File: config.mk
export PLATFORM = sky130hd
export DESIGN_NAME = scp_port
export DESIGN_NICKNAME = d
export VERILOG_FILES = /design/src/shared/scp_pkg.sv /design/src/shared/scp_upd_if.sv /design/src/core/scp_update.sv /design/src/core/scp_port.sv
export VERILOG_INCLUDE_DIRS = /design/src /design/src/shared
export SDC_FILE = /design/constraint.sdc
export NUM_CORES = 1
export LEC_CHECK = 0
export BUFFER_PORTS_ARGS = -buffer_cell sky130_fd_sc_hd__buf_2
export CAP_MARGIN = 20
export CORE_MARGIN = 2
export CORE_UTILIZATION = 55
export CTS_BUF_LIST = sky130_fd_sc_hd__clkbuf_8
export DETAILED_ROUTE_END_ITERATION = 8
export PLACE_DENSITY = 0.81
export SYNTH_ARGS = -nofsm -noshare
export SYNTH_HDL_FRONTEND = slang
export SYNTH_HIERARCHICAL = 1
export SYNTH_SLANG_ARGS = --single-unit
File: constraint.sdc
create_clock -name mclk -period 5.1 [get_ports mclk]
set_input_delay 1.02 -clock mclk [delete_from_list [all_inputs] [get_ports mclk]]
set_output_delay 1.02 -clock mclk [all_outputs]
set_load 0.02 [all_outputs]
File: src/shared/scp_defs.svh
// Purpose: constants of the serial control port: map, field positions, resets, timing
// Assumes: included by bare name; definitions only
// Notes:   lengths are data-phase lengths in bits
`ifndef SCP_DEFS_SVH
`define SCP_DEFS_SVH

// ==========================================================
// register map (five-bit address)
`define SCP_NREG        6
`define SCP_A_CTRL      5'h00
`define SCP_A_CFR2      5'h01
`define SCP_A_ASF       5'h02
`define SCP_A_RAMP      5'h03
`define SCP_A_FTW       5'h04
`define SCP_A_POW       5'h05

// ==========================================================
// data-phase lengths in bits
`define SCP_L_CTRL      6'h20
`define SCP_L_CFR2      6'h18
`define SCP_L_ASF       6'h10
`define SCP_L_RAMP      6'h08
`define SCP_L_FTW       6'h20
`define SCP_L_POW       6'h10
`define SCP_L_NONE      6'h08

// ==========================================================
// fields, resets, timing
`define SCP_B_LSB       8
`define SCP_B_SEP       9
`define SCP_INSTR_LAST  5'h07
`define SCP_REG_RST     32'h0000_0000
`define SCP_SYNC_LAST   2'h3

`endif

File: src/shared/scp_pkg.sv
// Purpose: types of the serial control port
// Assumes: nothing
// Notes:   constants live in scp_defs.svh
package scp_pkg;
   // ==========================================================
   // cycle phase
   typedef enum logic {
      SCP_INSTR = 1'b0,
      SCP_DATA  = 1'b1
   } scp_st_t;

   typedef logic [31:0] scp_word_t;
   typedef logic [4:0]  scp_addr_t;
endpackage : scp_pkg

File: src/shared/scp_upd_if.sv
// Purpose: update timing link between port core and update timer
// Assumes: both ends on mclk
// Notes:   commit is a one-cycle pulse
`timescale 1ns/1ps
interface scp_upd_if;
   logic commit;
   logic pending;

   modport upd  (output commit, output pending);
   modport port (input  commit, input  pending);
endinterface : scp_upd_if

File: src/core/scp_update.sv
// Purpose: sync-clock tick, update pin sampling and buffer commit timing
// Assumes: sync clock is the core clock divided by four
// Notes:   a level held over several ticks commits again, which is harmless
`timescale 1ns/1ps
`include "scp_defs.svh"
module scp_update (
   // clock and reset
   input  wire logic mclk,
   input  wire logic rst,
   input  wire logic ce,
   // update pin
   input  wire logic io_update,
   // timing link
   scp_upd_if.upd    u
);
   logic [1:0] div_q;
   logic       upd_meta_q;
   logic       upd_s_q;
   logic       pend_q;
   logic       tick;

   // ==========================================================
   // sync clock as a tick of the core clock
   assign tick = (div_q == `SCP_SYNC_LAST);

   always_ff @(posedge mclk) begin
      if (rst) begin
         div_q <= 2'h0;
      end else if (ce) begin
         div_q <= div_q + 2'h1;
      end
   end

   always_ff @(posedge mclk) begin
      if (rst) begin
         upd_meta_q <= 1'b0;
         upd_s_q    <= 1'b0;
      end else if (ce) begin
         upd_meta_q <= io_update;
         upd_s_q    <= upd_meta_q;
      end
   end

   // ==========================================================
   // level seen on one tick commits on the next
   always_ff @(posedge mclk) begin
      if (rst) begin
         pend_q <= 1'b0;
      end else if (ce && tick) begin
         pend_q <= upd_s_q;
      end
   end

   assign u.commit  = ce & tick & pend_q;
   assign u.pending = pend_q;
endmodule : scp_update

File: src/core/scp_port.sv
// Purpose: serial control port with double-buffered registers
// Assumes: serial pins asynchronous to mclk; sclk well below mclk/4
// Notes:   registers are copied from buffers only by the update timer
`timescale 1ns/1ps
`include "scp_defs.svh"

// Functional notes
// - a cycle is an eight-bit instruction on rising sclk, then data bytes
// - data length follows the addressed register, e.g. 24 or 32 bits
// - after the last data bit the next eight rising edges form an instruction
// - each written data bit enters the buffer on a rising sclk edge
// - read data bits are driven on falling sclk edges
// - reads return the active registers, never the buffers
// - instruction bit 7 high means read, low means write
// - instruction bits 6 and 5 are ignored
// - instruction bits 4 to 0 address the register
// - update level is sampled on sync clock edges and commits all buffers
// - the copy lands one sync clock after the update was seen
// - select high puts both data outputs in high impedance
// - select high mid-cycle freezes progress until select returns low
// - control bit 9 picks line setup; writes always enter on the data line
// - in single-line setup the separate output never drives
// - abort cancels the cycle, keeps registers, next cycle starts fresh
// - control bit 8 selects lsb-first for instruction and data
// - lsb-first keeps phase order and shifts register low bit to high
// - registers are double-buffered and change only on update
module scp_port (
   // clock and reset
   input  wire logic                   mclk,
   input  wire logic                   rst,
   input  wire logic                   ce,
   // serial pins
   input  wire logic                   sclk,
   input  wire logic                   cs_n,
   input  wire logic                   sdio_i,
   output logic                        sdio_o,
   output logic                        sdio_oe,
   output logic                        serial_data_out,
   output logic                        serial_data_out_oe,
   // control pins
   input  wire logic                   port_abort,
   input  wire logic                   io_update,
   // active registers and status
   output logic [`SCP_NREG*32-1:0]     active_regs,
   output logic                        busy,
   output logic                        update_pending
);
   // ==========================================================
   // pin synchronisers
   logic [3:0]       pin_raw;
   logic [3:0]       meta_q;
   logic [3:0]       pin_q;
   logic             sclk_last_q;
   logic             sclk_s;
   logic             cs_s;
   logic             din_s;
   logic             abort_s;
   logic             rise;
   logic             fall;

   assign pin_raw = {port_abort, sdio_i, cs_n, sclk};

   always_ff @(posedge mclk) begin
      if (rst) begin
         meta_q      <= 4'h0;
         pin_q       <= 4'h0;
         sclk_last_q <= 1'b0;
      end else if (ce) begin
         meta_q      <= pin_raw;
         pin_q       <= meta_q;
         sclk_last_q <= pin_q[0];
      end
   end

   assign sclk_s  = pin_q[0];
   assign cs_s    = pin_q[1];
   assign din_s   = pin_q[2];
   assign abort_s = pin_q[3];
   assign rise    = sclk_s & ~sclk_last_q;
   assign fall    = ~sclk_s & sclk_last_q;

   // ==========================================================
   // register storage: buffers and active copies
   scp_pkg::scp_word_t buf_q [`SCP_NREG];
   scp_pkg::scp_word_t act_q [`SCP_NREG];
   logic               lsb;
   logic               sep;

   assign lsb = act_q[0][`SCP_B_LSB];
   assign sep = act_q[0][`SCP_B_SEP];

   // ==========================================================
   // cycle state
   scp_pkg::scp_st_t st_q;
   logic [4:0]       cnt_q;
   logic [7:0]       instr_q;
   logic [7:0]       instr_nx;
   scp_pkg::scp_addr_t addr_nx;
   logic             rd_q;
   logic             hit_q;
   logic [2:0]       idx_q;
   logic [5:0]       nbits_q;
   logic [5:0]       pos6;
   logic [4:0]       pos;
   logic             go;
   logic             last_bit;

   function automatic logic [5:0] len_of(input scp_pkg::scp_addr_t a);
      unique case (a)
         `SCP_A_CTRL: len_of = `SCP_L_CTRL;
         `SCP_A_CFR2: len_of = `SCP_L_CFR2;
         `SCP_A_ASF:  len_of = `SCP_L_ASF;
         `SCP_A_RAMP: len_of = `SCP_L_RAMP;
         `SCP_A_FTW:  len_of = `SCP_L_FTW;
         `SCP_A_POW:  len_of = `SCP_L_POW;
         default:     len_of = `SCP_L_NONE;
      endcase
   endfunction : len_of

   // shift order of the instruction follows the bit-order setting
   assign instr_nx = lsb ? {din_s, instr_q[7:1]} : {instr_q[6:0], din_s};
   assign addr_nx  = instr_nx[4:0];

   // bit position inside the register for the current data bit
   assign pos6 = lsb ? {1'b0, cnt_q}
                     : nbits_q - 6'h01 - {1'b0, cnt_q};
   assign pos  = pos6[4:0];

   // select high or abort stops all progress
   assign go       = ce & ~abort_s & ~cs_s & rise;
   assign last_bit = ({1'b0, cnt_q} == nbits_q - 6'h01);

   always_ff @(posedge mclk) begin
      if (rst) begin
         st_q    <= scp_pkg::SCP_INSTR;
         cnt_q   <= 5'h00;
         instr_q <= 8'h00;
      end else if (ce && abort_s) begin
         st_q    <= scp_pkg::SCP_INSTR;
         cnt_q   <= 5'h00;
         instr_q <= 8'h00;
      end else if (go) begin
         unique case (st_q)
            scp_pkg::SCP_INSTR: begin
               instr_q <= instr_nx;
               if (cnt_q == `SCP_INSTR_LAST) begin
                  st_q  <= scp_pkg::SCP_DATA;
                  cnt_q <= 5'h00;
               end else begin
                  cnt_q <= cnt_q + 5'h01;
               end
            end
            scp_pkg::SCP_DATA: begin
               if (last_bit) begin
                  st_q  <= scp_pkg::SCP_INSTR;
                  cnt_q <= 5'h00;
               end else begin
                  cnt_q <= cnt_q + 5'h01;
               end
            end
         endcase
      end
   end

   // decoded instruction, held for the data phase
   always_ff @(posedge mclk) begin
      if (rst) begin
         rd_q    <= 1'b0;
         hit_q   <= 1'b0;
         idx_q   <= 3'h0;
         nbits_q <= `SCP_L_NONE;
      end else if (ce && abort_s) begin
         rd_q    <= 1'b0;
      end else if (go && st_q == scp_pkg::SCP_INSTR && cnt_q == `SCP_INSTR_LAST) begin
         rd_q    <= instr_nx[7];
         hit_q   <= (addr_nx < 5'(`SCP_NREG));
         idx_q   <= addr_nx[2:0];
         nbits_q <= len_of(addr_nx);
      end
   end

   assign busy = (st_q == scp_pkg::SCP_DATA) | (cnt_q != 5'h00);

   // ==========================================================
   // write path into the buffers
   logic wr_bit;

   assign wr_bit = go & (st_q == scp_pkg::SCP_DATA) & ~rd_q & hit_q;

   always_ff @(posedge mclk) begin
      if (rst) begin
         for (int i = 0; i < `SCP_NREG; i++) begin
            buf_q[i] <= `SCP_REG_RST;
         end
      end else if (wr_bit) begin
         buf_q[idx_q][pos] <= din_s;
      end
   end

   // ==========================================================
   // update commit: buffers to active registers
   scp_upd_if upd_link ();

   scp_update u_update (
      .mclk      (mclk),
      .rst       (rst),
      .ce        (ce),
      .io_update (io_update),
      .u         (upd_link.upd)
   );

   assign update_pending = upd_link.pending;

   // only the commit pulse moves data; a partial write stays invisible
   always_ff @(posedge mclk) begin
      if (rst) begin
         for (int i = 0; i < `SCP_NREG; i++) begin
            act_q[i] <= `SCP_REG_RST;
         end
      end else if (upd_link.commit) begin
         for (int i = 0; i < `SCP_NREG; i++) begin
            act_q[i] <= buf_q[i];
         end
      end
   end

   genvar g;
   generate
      for (g = 0; g < `SCP_NREG; g++) begin : g_act
         assign active_regs[g*32 +: 32] = act_q[g];
      end
   endgenerate

   // ==========================================================
   // read path
   logic dout_q;
   logic rd_fall;
   logic rd_bit;
   logic rd_on;

   assign rd_fall = ce & ~abort_s & ~cs_s & fall & (st_q == scp_pkg::SCP_DATA) & rd_q;
   assign rd_bit  = hit_q ? act_q[idx_q][pos] : 1'b0;

   always_ff @(posedge mclk) begin
      if (rst) begin
         dout_q <= 1'b0;
      end else if (rd_fall) begin
         dout_q <= rd_bit;
      end
   end

   // enables follow select; reads go to one line only
   assign rd_on              = ~cs_s & rd_q & (st_q == scp_pkg::SCP_DATA);
   assign sdio_oe            = rd_on & ~sep;
   assign serial_data_out_oe = rd_on & sep;
   assign sdio_o             = dout_q;
   assign serial_data_out    = dout_q;
endmodule : scp_port

==> flow_metrics.env, run 1 <==
export IMPL_grt_ovfl_total=0
export IMPL_dieArea_mm2=0.0362
export IMPL_cp_cell_sequence="buf_2 > or3b_4 > nor2_2 > nand2_2 > nor2_1 > nand3_1 > buf_4 > o21bai_1"
export IMPL_fin_area_mm2=0.0217
export IMPL_register_area_mm2=0.0123
export IMPL_rsz0062_at_grt="false"
export IMPL_cp_start_kind="primary input"
export IMPL_dp_cells=2031
export IMPL_status="finished clean"
export IMPL_vias=12800
export IMPL_critPathArrivalTime_ns=3.66
export IMPL_core_mm2=0.0344
export IMPL_holdPathEnd="u_update/u.pending"
export IMPL_slew_viol_final=0
export IMPL_setup_viol=0
export IMPL_cp_slowest_stage_delay_ns=0.48
export IMPL_postCtsHoldBufs=0
export IMPL_syn_nets=1488
export IMPL_rows=68
export IMPL_post_cts_buffers=0
export IMPL_ys_flop_type="edfxtp_1"
export IMPL_via_per_inst=5.94
export IMPL_r2r_end="sdio_o"
export IMPL_drc=0
export IMPL_setup_tns_ns=0
export IMPL_whs_path_depth=2
export IMPL_synth_distinct_cells=65
export IMPL_crit_start="ce"
export IMPL_dp_worst_setup_slack_ns=1.15
export IMPL_crit_fanout=22
export IMPL_ys_ff_latch=424
export IMPL_avgRoutedWirePerCell_um=22.4
export IMPL_dieWidth_um=190
export IMPL_endpoint_kind="register"
export IMPL_area_growth_pct=13.7
export IMPL_synth_area_leaders="edfxtp_1 60%, and2_1 6.4%, o21bai_1 6.3%"
export IMPL_postRouteWirelength_mm=48.2
export IMPL_yosysSeqAreaShare=0.646
export IMPL_root_buffer="clkbuf_8"
export IMPL_port_buffers=205
export IMPL_max_freq_ghz=0.296
export IMPL_htree_levels=3
export IMPL_critPathBufInv=2
export IMPL_firstDrtPassIters=8
export IMPL_cts_max_path_buffers=3
export IMPL_grt_pass1_wl_mm=72.3
export IMPL_max_slew_margin_rel=0.271
export IMPL_nets=1659
export IMPL_r2r_cells=7
export IMPL_drt_iter0_drc=1614
export IMPL_synth_edf_count=384
export IMPL_vdd_drop_max_uv=210
export IMPL_critPathRequiredTime_ns=5.38
export IMPL_synth_top_area_frac=0.604
export IMPL_tritoncts_num_buffers=68
export IMPL_p_leak_nw=8.19
export IMPL_num_antenna_cells=0
export IMPL_ys_async_sr_fraction=0
export IMPL_grt_pass1_vias=12600
export IMPL_clock_sinks=424
export IMPL_holdCritPathClass="reg -> reg"
export IMPL_synth_top_cell_by_area="edfxtp_1"
export IMPL_grtUsageTotal=0.268
export IMPL_yosys_warnings=6
export IMPL_antenna_left=0
export IMPL_cts_tree="yes"
export IMPL_power_density_mw_per_mm2=324
export IMPL_syn_area_per_cell_um2=12.9
export IMPL_synth_most_common_cell="edfxtp_1"
export IMPL_drv_cap=0
export IMPL_synth_area_mm2=0.0191
export IMPL_stdcell_count=2152
export IMPL_worstSkewPairLatency_ns=0.61
export IMPL_antenna_found_initial=0
export IMPL_min_period_ns=3.38
export IMPL_start_util=0.555
export IMPL_hpwl_mm=31.6
export IMPL_die_h_um=190
export IMPL_min_delay_start="u_update/upd_s_q"
export IMPL_grt_start_max_net_pins=109
export IMPL_synthCells=1475
export IMPL_placed_cell_area_mm2=0.0205
export IMPL_worst_slack_ns=1.72
export IMPL_pin_count=206
export IMPL_hold_viol_final=0
export IMPL_cts_resized=0
export IMPL_cp_depth=8
export IMPL_reg2reg_setup_slack_ns=1.91
export IMPL_crit_type="in -> reg"
export IMPL_slowest_stage="nand3_1"
export IMPL_ys_top_cells_by_count="384 x edfxtp_1, 231 x nor2_1, 195 x and2_1"
export IMPL_totalPowerFinal_mw=7.03
export IMPL_fin_crit_sh=0.663
export IMPL_critical_path_top_delay_family="simple AND/OR/NAND/NOR gates"
export IMPL_worst_pin_slew_ns=1.09
export IMPL_gp_congestion=0.934
export IMPL_multi_input_area_mm2=0.00614
export IMPL_fin_skew_ns=0.0441
export IMPL_path_clk_slew_ns=0.06
export IMPL_filler_cell_count=2583
export IMPL_drive_above_1_share=0.248
[metal layers]
metal / global-route usage / wire length, µm
met5: 0 / 0
met4: 0.106 / 1530
met3: 0.0495 / 4440
met2: 0.446 / 23600
met1: 0.351 / 18700
[power breakdown]
part	internal [mW]	total [mW]	switching, mW
registers	3.91	3.98	0.0633
logic	0.129	0.386	0.257
clock network	1.35	2.67	1.33
[logic make-up after synthesis]
logic type                 share of synthesized area
xor gates and xnor gates                     0.00275
AOI/OAI and AO/OA                              0.101
and+or+nand+nor                                0.136
muxes                                         0.0773
buffers and inverters                         0.0333
DFF                                            0.646
adders and majority gates                    0.00328
[registers in the layout, indices dropped and copies added, names as in the netlist, 2 cells and up, named ones only]
register        cells
act_q             192
u_update/div_q      2
instr_q             8
idx_q               3
pin_q               4
nbits_q             3
buf_q             192
meta_q              4
cnt_q               5
[per-stage QoR]
step	hold WS (ns)	util
final	0.473	0.631
after global routing	0.505	0.631
after CTS	0.482	0.631
after detailed placement	0.471	0.595
after global placement	0.458	0.595
after floorplan	0.444	-
[placed cells by master (no fill, tap or decap), types with 3 or more instances in the layout]
master,n
or3_1,4
clkinv_2,5
nand3_1,9
o22ai_1,3
o21bai_1,161
edfxtp_1,384
nor4_1,4
buf_2,204
nand2_1,17
nor2_1,230
and2_1,195
mux2i_1,28
buf_4,36
a21boi_0,6
ha_1,5
or3b_2,3
a211oi_1,11
a21oi_1,49
nor3b_1,5
nor3_1,9
xor2_1,4
nand2b_1,5
nor2b_1,5
o22a_1,3
clkinvlp_4,4
mux4_2,30
clkbuf_8,71
buf_12,5
clkinv_1,15
a22oi_1,11
dfxtp_2,3
o21ai_0,9
nand4_1,3
and3_1,3
mux2_2,44
inv_1,31
dfxtp_1,37
[area by class of cell]
cell class                 count  share of cell area
clock buffer                  71              0.0451
sequential                   424               0.569
timing repair buffer         245              0.0642
clock inverter                50              0.0113
multi-input combinational    899               0.283
inverter                       8             0.00138
tap                          455              0.0263
[worst register-to-register path, delay by kind of cell, from the launching register on]
| family | cells | cell delay [ns] |
|---|---|---|
| DFF | 1 | 0.61 |
| and+or+nand+nor | 1 | 0.56 |
| muxes | 2 | 0.89 |
| buffers and inverters | 1 | 0.34 |
| AOI/OAI and AO/OA | 3 | 0.64 |
[how the worst max path moves through the flow]
stage,to,slack [ns]
floorplan,act_q[0][0],0.48
global placement,buf_q[3][26],1.29
detailed placement,buf_q[1][6],1.15
CTS,buf_q[1][6],1.76
global route,buf_q[3][25],1.57
finish,buf_q[3][8],1.72
Note: power is estimated with default switching activity, not from simulation.
==> run 2, diff against run 1 <==
==> constraint.sdc (replaced) <==
create_clock -name mclk -period 3.5 [get_ports mclk]
set_input_delay 0.7 -clock mclk [delete_from_list [all_inputs] [get_ports mclk]]
set_output_delay 0.7 -clock mclk [all_outputs]
set_load 0.02 [all_outputs]
==> run 2 against run 1 <==
Design area grew 0.89%. Flip-flop and latch count is the same. Clock skew shrank 0.0075 ns. Critical path depth shrank 1. Critical path type is now reg -> reg. Highest routed layer is now met5.
==> flow_metrics.env, run 2 (synthesized netlist as in run 1, its figures left out) <==
export IMPL_status="finished clean"
export IMPL_num_antenna_cells=0
export IMPL_postRouteWirelength_mm=48.8
export IMPL_antenna_found_initial=1
export IMPL_totalPowerFinal_mw=10.4
export IMPL_pin_count=206
export IMPL_cts_tree="yes"
export IMPL_postCtsHoldBufs=0
export IMPL_htree_levels=3
export IMPL_filler_cell_count=2584
export IMPL_fin_area_mm2=0.0219
export IMPL_nets=1675
export IMPL_fin_crit_sh=0.896
export IMPL_largestRegisters="act_q x192, buf_q x192, instr_q x8"
export IMPL_fin_skew_ns=0.0366
export IMPL_avgRoutedWirePerCell_um=22.5
export IMPL_start_util=0.555
export IMPL_rsz0062_at_grt="false"
export IMPL_via_per_inst=5.92
export IMPL_crit_type="reg -> reg"
export IMPL_dieWidth_um=190
export IMPL_holdWs_ns=0.336
export IMPL_final_common_cell="edfxtp_1"
export IMPL_clock_sinks=424
export IMPL_drv_cap=0
export IMPL_cp_start_kind="register"
export IMPL_core_mm2=0.0344
export IMPL_holdCritPathClass="in -> reg"
export IMPL_gp_congestion=0.903
export IMPL_worstSkewPairLatency_ns=0.62
export IMPL_dieArea_mm2=0.0362
export IMPL_hpwl_mm=31.5
export IMPL_vdd_drop_max_uv=267
export IMPL_cts_resized=0
export IMPL_placed_cell_area_mm2=0.0206
export IMPL_hold_viol_final=0
export IMPL_post_cts_buffers=0
export IMPL_drive_above_1_share=0.255
export IMPL_port_buffers=205
export IMPL_p_leak_nw=8.31
export IMPL_grt_start_max_net_pins=219
export IMPL_area_growth_pct=14.7
export IMPL_power_density_mw_per_mm2=477
export IMPL_drt_iter0_drc=1533
export IMPL_tritoncts_num_buffers=70
export IMPL_worst_pin_slew_ns=1.01
export IMPL_multi_input_area_mm2=0.00614
export IMPL_slew_viol_final=0
export IMPL_critPathArrivalTime_ns=3.63
export IMPL_grtUsageTotal=0.269
export IMPL_grt_pass1_vias=12500
export IMPL_setup_tns_ns=0
export IMPL_final_cell_mix="384 x edfxtp_1, 230 x nor2_1, 204 x buf_2"
export IMPL_path_clk_slew_ns=0.06
export IMPL_root_buffer="clkbuf_8"
export IMPL_crit_fanout=19
export IMPL_min_period_ns=3.14
export IMPL_max_slew_margin_rel=0.329
export IMPL_grt_ovfl_total=0
export IMPL_drc=0
export IMPL_die_h_um=190
export IMPL_register_area_mm2=0.0123
export IMPL_endpoint_kind="register"
export IMPL_grt_pass1_wl_mm=72.6
export IMPL_antenna_left=0
export IMPL_cts_max_path_buffers=3
export IMPL_critPathRequiredTime_ns=3.99
export IMPL_setup_viol=0
export IMPL_vias=12800
export IMPL_rows=68
export IMPL_firstDrtPassIters=5
export IMPL_max_freq_ghz=0.319
run 2: worst paths after layout:
check / start / endpoint / slack [ns] / depth (start not counted)
min reg2reg: u_update/upd_s_q / u_update/u.pending / 0.48 / 2
min: sclk / meta_q[0] / 0.34 / 3
max reg2reg: act_q[0][8] / sdio_o / 0.36 / 7
max: act_q[0][8] / sdio_o / 0.36 / 7
run 2: layout make-up:
cell class	count	area share
Timing Repair Buffer	259	0.0701
Tap cell	455	0.0260
Clock buffer	72	0.0453
Sequential cell	424	0.564
Inverter	8	0.00137
Multi-Input combinational cell	899	0.280
Clock inverter	51	0.0129
run 2: critical path: stages, from the launching register on:
cell and delay [ns]:
edfxtp_1 0.79, buf_4 0.33, nand3_1 0.14, nand2_1 0.52, a22oi_1 0.14, a21boi_0 0.63, a2111oi_2 0.13, a311oi_1 0.32
run 2: where the power goes:
group	internal, mW	switching (mW)	leakage [nW]	total, mW
clock	2.07	1.99	0.733	4.07
combinational	0.189	0.372	3.45	0.560
sequential	5.71	0.0959	4.13	5.80
total	7.97	2.46	8.31	10.4
run 2: routing by layer:
metal | track usage | vias to the layer above | part of all wire
met1 | 0.356 | 6271 | 0.38
met2 | 0.430 | 729 | 0.48
met3 | 0.0543 | 152 | 0.095
met4 | 0.130 | 2 | 0.044
li1 | - | 5675 | -
met5 | 0 | - | 0.00018
run 2: per-stage QoR:
step | setup slack [ns] | util | instances
5_1_grt | 0.185 | 0.637 | 2168
3_3_place_gp | 0.525 | 0.599 | 2045
4_1_cts | 0.504 | 0.637 | 2168
2_1_floorplan | 0.165 | - | 1475
3_5_place_dp | 0.406 | 0.599 | 2045
6_report | 0.362 | 0.637 | 2168
